File: src/rtl/mcr_pkg.sv
// constants and carrier types for the misc config register bank
package mcr_pkg;

    // ------------------------------------------------------------
    // widths
    // ------------------------------------------------------------
    localparam int ADDR_W = 8;
    localparam int DATA_W = 32;

    // ------------------------------------------------------------
    // register byte offsets
    // ------------------------------------------------------------
    localparam logic [7:0] OFS_DEBUG_PORT_CONTROL = 8'h20;
    localparam logic [7:0] OFS_WATCHDOG_EVENT_TALLY = 8'h28;
    localparam logic [7:0] OFS_REFERENCE_PIN_DISABLE = 8'h40;
    localparam logic [7:0] OFS_GPIO_BANK_RAIL_LEVEL = 8'h64;
    localparam logic [7:0] OFS_RAIL_STRAP_STATUS = 8'h68;

    // ------------------------------------------------------------
    // field positions
    // ------------------------------------------------------------
    localparam int DBG_EN_BIT = 0;
    localparam int DBG_PINSET_LSB = 1;
    localparam int DBG_PINSET_MSB = 2;
    localparam int TALLY_LSB = 0;
    localparam int TALLY_MSB = 3;
    localparam int REF_OFF_BIT = 0;
    localparam int RAIL_LSB = 0;
    localparam int RAIL_MSB = 2;
    localparam int RAIL_TWO_BIT = 1;
    localparam int RAIL_LOCK_BIT = 7;
    localparam int STRAP_BIT = 0;
    localparam int STRAP_LOCK_BIT = 1;

    // ------------------------------------------------------------
    // reset values
    // ------------------------------------------------------------
    localparam logic RST_DBG_EN = 1'h0;
    localparam logic [1:0] RST_DBG_PINSET = 2'h0;
    localparam logic [3:0] RST_TALLY = 4'h0;
    localparam logic RST_REF_OFF = 1'h0;
    localparam logic [2:0] RST_RAIL = 3'h0;
    localparam logic RST_RAIL_LOCK = 1'h0;
    localparam logic [31:0] RDATA_IDLE = 32'h0000_0000;

    // ------------------------------------------------------------
    // pin-set selections for the debug port
    // ------------------------------------------------------------
    typedef enum logic [1:0] {
        PINSET_ALL_FOUR = 2'h0,
        PINSET_CLK_MODE_OUT = 2'h1,
        PINSET_CLK_MODE = 2'h2,
        PINSET_RESERVED = 2'h3
    } mcr_pinset_e;

    // pin mask order: {clock, mode select, data in, data out}
    localparam logic [3:0] PINS_ALL_FOUR = 4'hF;
    localparam logic [3:0] PINS_CLK_MODE_OUT = 4'hD;
    localparam logic [3:0] PINS_CLK_MODE = 4'hC;
    localparam logic [3:0] PINS_NONE = 4'h0;

    // ------------------------------------------------------------
    // carriers
    // ------------------------------------------------------------
    typedef struct packed {
        logic [7:0] addr;
        logic [31:0] wdata;
        logic wr;
        logic rd;
    } mcr_req_s;

    typedef struct packed {
        logic enable;
        mcr_pinset_e pinset;
    } mcr_dbg_cfg_s;

endpackage

File: src/rtl/mcr_misc_config.sv
// misc system configuration register bank: debug gate, tally, ref pin, rail level
//
// Our own choice: the strobed register port.

// Notes on behaviour
// enable set and gate pin high: debug port on, four-wire or two-wire by select
// enable clear: gate pin ignored, debug pins keep ordinary function
// gate pin low: setting enable does not start debug
// tally clears on power-on reset only, survives watchdog resets
// firmware writes the tally; hardware never counts it
// firmware clears watchdog status before bumping the tally
// reference-pin disable bit turns off the voltage reference, mux regardless
// rail bits and lock writable while unlocked, read-only once locked
// lock cannot be cleared by software, only by system reset
// rail-two bit: 1 means 1.8V, 0 means 3.3V
// firmware keeps the bank test bit at zero
// boot firmware loads rail bits from flash header, clears on failure
// pin-set field picks which debug pins switch over
// reserved bits read zero and ignore writes
module mcr_misc_config (
    // clock and resets
    input wire logic SYS_CLK,
    input wire logic RESET_N,
    input wire logic POR_N,
    // register port
    input wire logic [7:0] REG_ADDR,
    input wire logic [31:0] REG_WDATA,
    input wire logic REG_WR,
    input wire logic REG_RD,
    output logic [31:0] REG_RDATA,
    // debug port
    input wire logic DEBUG_GATE,
    input wire logic DEBUG_TWO_WIRE_SEL,
    output logic DEBUG_ACTIVE,
    output logic DEBUG_TWO_WIRE,
    output logic [3:0] DEBUG_PIN_TAKE,
    // watchdog tally
    output logic [3:0] WATCHDOG_FIRE_TALLY,
    // cpu voltage reference pin
    output logic CPU_VOLTAGE_REFERENCE_EN,
    // io rail two
    input wire logic RAIL_TWO_STRAP_PIN,
    output logic [2:0] RAIL_VOLTAGE_BITS,
    output logic RAIL_TWO_LOW_VOLT,
    output logic RAIL_LOCKED
);

    // ------------------------------------------------------------
    // request carrier and decode
    // ------------------------------------------------------------
    mcr_pkg::mcr_req_s req;

    assign req.addr = REG_ADDR;
    assign req.wdata = REG_WDATA;
    assign req.wr = REG_WR;
    assign req.rd = REG_RD;

    logic sel_dbg;
    logic sel_tally;
    logic sel_ref;
    logic sel_rail;
    logic sel_strap;

    assign sel_dbg = (req.addr == mcr_pkg::OFS_DEBUG_PORT_CONTROL);
    assign sel_tally = (req.addr == mcr_pkg::OFS_WATCHDOG_EVENT_TALLY);
    assign sel_ref = (req.addr == mcr_pkg::OFS_REFERENCE_PIN_DISABLE);
    assign sel_rail = (req.addr == mcr_pkg::OFS_GPIO_BANK_RAIL_LEVEL);
    assign sel_strap = (req.addr == mcr_pkg::OFS_RAIL_STRAP_STATUS);

    // ------------------------------------------------------------
    // debug port control register
    // ------------------------------------------------------------
    logic dbg_en_r;
    mcr_pkg::mcr_pinset_e dbg_pinset_r;
    mcr_pkg::mcr_dbg_cfg_s dbg_cfg;

    // only the enable and pin-set fields are stored; the rest is dropped
    always_ff @(posedge SYS_CLK or negedge RESET_N) begin
        if (!RESET_N) begin
            dbg_en_r <= mcr_pkg::RST_DBG_EN;
        end else if (req.wr && sel_dbg) begin
            dbg_en_r <= req.wdata[mcr_pkg::DBG_EN_BIT];
        end
    end

    always_ff @(posedge SYS_CLK or negedge RESET_N) begin
        if (!RESET_N) begin
            dbg_pinset_r <= mcr_pkg::mcr_pinset_e'(mcr_pkg::RST_DBG_PINSET);
        end else if (req.wr && sel_dbg) begin
            dbg_pinset_r <= mcr_pkg::mcr_pinset_e'(
                req.wdata[mcr_pkg::DBG_PINSET_MSB:mcr_pkg::DBG_PINSET_LSB]);
        end
    end

    assign dbg_cfg.enable = dbg_en_r;
    assign dbg_cfg.pinset = dbg_pinset_r;

    // ------------------------------------------------------------
    // debug gate
    // ------------------------------------------------------------
    mcr_debug_gate u_debug_gate (
        .clk(SYS_CLK),
        .rst_n(RESET_N),
        .cfg(dbg_cfg),
        .two_wire_sel(DEBUG_TWO_WIRE_SEL),
        .gate_pin(DEBUG_GATE),
        .active(DEBUG_ACTIVE),
        .two_wire(DEBUG_TWO_WIRE),
        .pin_take(DEBUG_PIN_TAKE)
    );

    // ------------------------------------------------------------
    // watchdog event tally
    // ------------------------------------------------------------
    logic [3:0] tally_r;

    // reset only by power-on, so a watchdog-driven system reset keeps it;
    // no increment path here, firmware owns the value
    always_ff @(posedge SYS_CLK or negedge POR_N) begin
        if (!POR_N) begin
            tally_r <= mcr_pkg::RST_TALLY;
        end else if (req.wr && sel_tally) begin
            tally_r <= req.wdata[mcr_pkg::TALLY_MSB:mcr_pkg::TALLY_LSB];
        end
    end

    assign WATCHDOG_FIRE_TALLY = tally_r;

    // ------------------------------------------------------------
    // reference pin disable
    // ------------------------------------------------------------
    logic ref_off_r;

    always_ff @(posedge SYS_CLK or negedge RESET_N) begin
        if (!RESET_N) begin
            ref_off_r <= mcr_pkg::RST_REF_OFF;
        end else if (req.wr && sel_ref) begin
            ref_off_r <= req.wdata[mcr_pkg::REF_OFF_BIT];
        end
    end

    // overrides the shared gpio mux, which never sees this path
    assign CPU_VOLTAGE_REFERENCE_EN = ~ref_off_r;

    // ------------------------------------------------------------
    // gpio bank rail level and lock
    // ------------------------------------------------------------
    logic [2:0] rail_r;
    logic [2:0] rail_nxt;
    logic rail_lock_r;
    logic rail_lock_nxt;
    logic rail_wr_ok;

    assign rail_wr_ok = req.wr && sel_rail && !rail_lock_r;

    always_comb begin
        rail_nxt = rail_r;
        if (rail_wr_ok) begin
            rail_nxt = req.wdata[mcr_pkg::RAIL_MSB:mcr_pkg::RAIL_LSB];
        end
    end

    // lock only ever rises; a written zero is dropped
    always_comb begin
        rail_lock_nxt = rail_lock_r;
        if (rail_wr_ok && req.wdata[mcr_pkg::RAIL_LOCK_BIT]) begin
            rail_lock_nxt = 1'b1;
        end
    end

    always_ff @(posedge SYS_CLK or negedge RESET_N) begin
        if (!RESET_N) begin
            rail_r <= mcr_pkg::RST_RAIL;
        end else begin
            rail_r <= rail_nxt;
        end
    end

    always_ff @(posedge SYS_CLK or negedge RESET_N) begin
        if (!RESET_N) begin
            rail_lock_r <= mcr_pkg::RST_RAIL_LOCK;
        end else begin
            rail_lock_r <= rail_lock_nxt;
        end
    end

    assign RAIL_VOLTAGE_BITS = rail_r;
    assign RAIL_TWO_LOW_VOLT = rail_r[mcr_pkg::RAIL_TWO_BIT];
    assign RAIL_LOCKED = rail_lock_r;

    // ------------------------------------------------------------
    // read mux
    // ------------------------------------------------------------
    logic [31:0] rd_word;

    // unmapped offsets and reserved bits read as zero
    always_comb begin
        rd_word = mcr_pkg::RDATA_IDLE;
        if (sel_dbg) begin
            rd_word[mcr_pkg::DBG_EN_BIT] = dbg_en_r;
            rd_word[mcr_pkg::DBG_PINSET_MSB:mcr_pkg::DBG_PINSET_LSB] = dbg_pinset_r;
        end else if (sel_tally) begin
            rd_word[mcr_pkg::TALLY_MSB:mcr_pkg::TALLY_LSB] = tally_r;
        end else if (sel_ref) begin
            rd_word[mcr_pkg::REF_OFF_BIT] = ref_off_r;
        end else if (sel_rail) begin
            rd_word[mcr_pkg::RAIL_MSB:mcr_pkg::RAIL_LSB] = rail_r;
            rd_word[mcr_pkg::RAIL_LOCK_BIT] = rail_lock_r;
        end else if (sel_strap) begin
            // strap shown so boot code can pick the rail-two level
            rd_word[mcr_pkg::STRAP_BIT] = RAIL_TWO_STRAP_PIN;
            rd_word[mcr_pkg::STRAP_LOCK_BIT] = rail_lock_r;
        end
    end

    // data valid only in the cycle after the read strobe
    always_ff @(posedge SYS_CLK or negedge RESET_N) begin
        if (!RESET_N) begin
            REG_RDATA <= mcr_pkg::RDATA_IDLE;
        end else if (req.rd) begin
            REG_RDATA <= rd_word;
        end else begin
            REG_RDATA <= mcr_pkg::RDATA_IDLE;
        end
    end

endmodule

File: src/rtl/mcr_debug_gate.sv
// debug port gating and pin-set selection
module mcr_debug_gate (
    // clock and reset
    input wire logic clk,
    input wire logic rst_n,
    // configuration
    input mcr_pkg::mcr_dbg_cfg_s cfg,
    input wire logic two_wire_sel,
    // gate pin
    input wire logic gate_pin,
    // results
    output logic active,
    output logic two_wire,
    output logic [3:0] pin_take
);

    // ------------------------------------------------------------
    // pin-set decode
    // ------------------------------------------------------------
    function automatic logic [3:0] pins_of(input mcr_pkg::mcr_pinset_e sel);
        logic [3:0] m;
        m = mcr_pkg::PINS_NONE;
        unique case (sel)
            mcr_pkg::PINSET_ALL_FOUR: m = mcr_pkg::PINS_ALL_FOUR;
            mcr_pkg::PINSET_CLK_MODE_OUT: m = mcr_pkg::PINS_CLK_MODE_OUT;
            mcr_pkg::PINSET_CLK_MODE: m = mcr_pkg::PINS_CLK_MODE;
            // reserved code frees every pin rather than guess a mapping
            mcr_pkg::PINSET_RESERVED: m = mcr_pkg::PINS_NONE;
        endcase
        return m;
    endfunction

    logic active_nxt;

    // ------------------------------------------------------------
    // gating
    // ------------------------------------------------------------
    // low gate pin blocks debug even with enable set
    assign active_nxt = cfg.enable & gate_pin;

    always_ff @(posedge clk or negedge rst_n) begin
        if (!rst_n) begin
            active <= 1'b0;
        end else begin
            active <= active_nxt;
        end
    end

    always_ff @(posedge clk or negedge rst_n) begin
        if (!rst_n) begin
            two_wire <= 1'b0;
        end else begin
            two_wire <= active_nxt & two_wire_sel;
        end
    end

    always_ff @(posedge clk or negedge rst_n) begin
        if (!rst_n) begin
            pin_take <= mcr_pkg::PINS_NONE;
        end else if (active_nxt) begin
            pin_take <= pins_of(cfg.pinset);
        end else begin
            pin_take <= mcr_pkg::PINS_NONE;
        end
    end

endmodule

File: config.mk
export PLATFORM = sky130hd
export DESIGN_NAME = mcr_misc_config
export DESIGN_NICKNAME = d
export VERILOG_FILES = /design/src/rtl/mcr_pkg.sv /design/src/rtl/mcr_misc_config.sv /design/src/rtl/mcr_debug_gate.sv
export SDC_FILE = /design/constraint.sdc
export NUM_CORES = 1
export LEC_CHECK = 0
export BUFFER_PORTS_ARGS = -buffer_cell sky130_fd_sc_hd__buf_2
export CAP_MARGIN = 10
export CORE_ASPECT_RATIO = 0.5
export CORE_MARGIN = 8
export CORE_UTILIZATION = 43
export CTS_BUF_LIST = sky130_fd_sc_hd__clkbuf_16
export DETAILED_ROUTE_END_ITERATION = 6
export PLACE_DENSITY_LB_ADDON = 0.12
export SETUP_SLACK_MARGIN = 0.1
export SLEW_MARGIN = 20
export SYNTH_ARGS = -nofsm -noshare
export SYNTH_HDL_FRONTEND = slang
export SYNTH_SLANG_ARGS = --single-unit
File: constraint.sdc
create_clock -name SYS_CLK -period 2.2 [get_ports SYS_CLK]
set_input_delay 0.22 -clock SYS_CLK [delete_from_list [all_inputs] [get_ports SYS_CLK]]
set_output_delay 0.22 -clock SYS_CLK [all_outputs]
set_load 0.02 [all_outputs]
==> flow_metrics.py <==
metrics = {
    "clock_network": {
        "cts_buffers": 3,
        "cts_sinks": 22,
        "root_buffer": "clkbuf_16",
        "clk_path_buf_depth": 2,
        "clkTransAtPathRegs_ns": 0.06,
        "h-tree-depth": 1,
        "clock_latency_ns": 0.25,
        "post-cts-setup-buffer-count": 0,
        "cts_tree": "built",
    },
    "yosys": {
        "synth.top_cells.by_area": "dfrtp_1, buf_4, mux2_1",
        "yosysTopAreaCellShare": 0.4310,
        "yosysTopAreaCell": "dfrtp_1",
        "yosysSeqAreaShare": 0.4310,
        "postSynthCellCount": 118,
        "syn_area_um2": 1277,
        "yosysWarnings": 0,
        "syn_avg_cell_area_um2": 10.83,
        "ys_ff_latch": 22,
        "ys_types": 37,
    },
    "place": {
        "portBuffers": 41,
        "dp_hpwl_um": 2392,
        "dp_cells": 196,
        "dp_slack_ns": 0.4271,
        "globalplace.congestion": 0.8088,
    },
    "final_layout": {
        "final_common_cell": "buf_2",
        "areaGrowthSynthToFinish_pct": 20.67,
        "nNetsFinal": 211,
        "fillerInstances": 268,
        "layout-drive-gt1-share": 0.3272,
        "final_cell_mix": "buf_2, conb_1, dfrtp_1",
        "finalNonFillerCells": 202,
        "antenna_cells": 0,
    },
    "run": {
        "maxCapViolCount": 0,
    },
    "timing": {
        "skew_ns": 0.002680,
        "slew_violations": 0,
        "setup_slack_ns": 0.6833,
        "min_period_over_period": 0.6894,
        "period_needed_ns": 1.517,
        "finalSetupViolations": 0,
        "rsz0062_at_grt": "no",
        "final_hold_viol_count": 0,
        "setup_tns_ns": 0,
        "fmax_ghz": 0.6593,
    },
    "worst_setup_path": {
        "setup.worst_path.end_class": "flop",
        "rr_worst_depth": 2,
        "cp_max_fo": 6,
        "cp.required_ns": 2.33,
        "ff2ff_setup_slack_ns": 1.04,
        "reg2reg_to": "RAIL_VOLTAGE_BITS[2]$_DFFE_PN0P_",
        "start_kind": "primary input",
        "reg2reg_from": "RAIL_LOCKED$_DFFE_PN0P_",
        "arrival_ns": 1.65,
        "crit_type": "primary input to flop",
    },
    "floorplanning": {
        "rows": 14,
        "start_util": 0.4393,
        "io_pins": 96,
        "die_h_um": 54.54,
        "core_um2": 2908,
        "die_w_um": 93.08,
        "dieArea_um2": 5077,
    },
    "grt": {
        "grt_max_degree": 19,
        "overflow": 0,
        "grt_usage": 0.1174,
        "antenna_found_initial": 0,
        "grt_pass1_vias": 981,
        "grt_pass1_wl_um": 4726,
    },
    "power": {
        "ir_drop_mv": 0.3587,
        "p_sw_frac": 0.2387,
        "switchingPower_uw": 257.0,
        "clkPwrFrac": 0.467,
        "power_density_nw_per_um2": 698.5,
        "seqPwrFrac": 0.398,
        "p_int_uw": 819.7,
        "comb_power_share": 0.135,
        "p_total_uw": 1077,
        "leakagePower_uw": 0.0008354,
    },
    "hold_path": {
        "holdPathStages": 2,
        "hold_end": "WATCHDOG_FIRE_TALLY[3]$_DFFE_PN0P_",
        "hp-class": "primary input to flop",
        "min_from": "REG_WDATA[3]",
    },
    "status": {
        "status": "completed",
    },
    "routing": {
        "viasPerCell": 4.713,
        "vias": 952,
        "drt_iter0_drc": 46,
        "wl_um": 2983,
        "final_antenna_net_count": 0,
        "drc": 0,
        "drt_pass1_iterations": 4,
        "avgRoutedWirePerCell_um": 14.77,
    },
}
state kept, by name (all words and copies together) (netlist names):
| register | cells |
|---|---|
| RAIL_LOCKED | 1 |
| RAIL_VOLTAGE_BITS | 3 |
| REG_RDATA | 5 |
| WATCHDOG_FIRE_TALLY | 4 |
| dbg_en_r | 1 |
| dbg_pinset_r | 2 |
| ref_off_r | 1 |
| u_debug_gate.active | 1 |
| u_debug_gate.pin_take | 3 |
| u_debug_gate.two_wire | 1 |
power groups by stage:
stage | clock network [uW] | logic (uW) | registers, uW
6_report | 503 | 146 | 429
3_5_place_dp | 0 | 141 | 436
5_1_grt | 535 | 160 | 430
4_1_cts | 515 | 145 | 428
2_1_floorplan | 0 | 113 | 445
3_3_place_gp | 0 | 141 | 435
layer usage:
metal,wire length [um],global-route usage,vias up
li1,-,-,455
met1,1390,0.1524,448
met2,1326,0.1904,45
met3,232,0.03010,4
met4,34,0.03958,0
met5,0,0,-
final cells by class:
cell class,count,area (um2),area share
clock buffer,3,75.07,0.04870
clock inverter,1,30.03,0.01948
inverter,4,15.01,0.009740
multi-input combinational,88,588.1,0.3815
sequential,22,550.5,0.3571
tap,40,50.05,0.03247
timing repair buffer,44,232.7,0.1510
synth_stat cells:
cell       n
a21boi_1   1
a21oi_1    2
a22oi_1    1
a31o_1     1
a31oi_1    1
a32oi_1    1
and3_1     1
and3b_2    1
and4_1     2
buf_4     29
clkbuf_1   1
conb_1     1
dfrtp_1   22
inv_1      4
mux2_1    11
nand2_1    4
nand2b_1   3
nand3_1    2
nand3b_1   2
nand4b_1   1
nor2_1     5
nor3_1     3
nor4_1     1
nor4_2     2
nor4b_1    3
nor4b_4    1
nor4bb_1   1
o211ai_1   1
o211ai_2   1
o21ai_0    2
o21ai_1    1
or2_1      1
or2b_1     1
or3_1      1
or3_4      1
or4_4      1
or4b_1     1
kinds of logic (layout without fill, tap and decap cells):
| logic type | after synthesis | in the layout | synth area share |
|---|---|---|---|
| flops | 22 | 22 | 0.4310 |
| simple gates | 38 | 38 | 0.2184 |
| compound gates | 12 | 12 | 0.06563 |
| other cells | 1 | 27 | 0.002935 |
| mux | 11 | 11 | 0.09696 |
| buf+inv | 34 | 52 | 0.1851 |
worst max path at each step:
stage / start / end / cells after the start
after global routing: REG_ADDR[7] / RAIL_VOLTAGE_BITS[2]$_DFFE_PN0P_ / 5
after detailed placement: REG_ADDR[7] / RAIL_VOLTAGE_BITS[2]$_DFFE_PN0P_ / 5
after CTS: REG_ADDR[7] / RAIL_VOLTAGE_BITS[2]$_DFFE_PN0P_ / 5
after floorplan: REG_ADDR[7] / RAIL_VOLTAGE_BITS[0]$_DFFE_PN0P_ / 4
after global placement: REG_ADDR[7] / RAIL_VOLTAGE_BITS[2]$_DFFE_PN0P_ / 5
final: REG_ADDR[7] / RAIL_VOLTAGE_BITS[2]$_DFFE_PN0P_ / 5
critical path: stages:
cell	delay [ns]
buf_2	0.14
or3_4	0.43
nor4b_4	0.28
and3b_2	0.26
mux2_1	0.33
per-stage QoR:
stage	cell area [um2]	hold slack, ns	utilization
2_1_floorplan	1375	-0.07559	-
3_3_place_gp	1416	0.02709	0.4871
3_5_place_dp	1416	0.03120	0.4871
4_1_cts	1541	0.1739	0.5301
5_1_grt	1541	0.1822	0.5301
6_report	1541	0.1741	0.5301
timing repair:
action | in CTS | in global routing
endpoints found under the setup margin | 0 | 0
hold buffers | 2 | 0
gates resized for setup | 0 | 0
hold endpoints to repair | 22 | 0
Power figures use the tool's default switching activity.
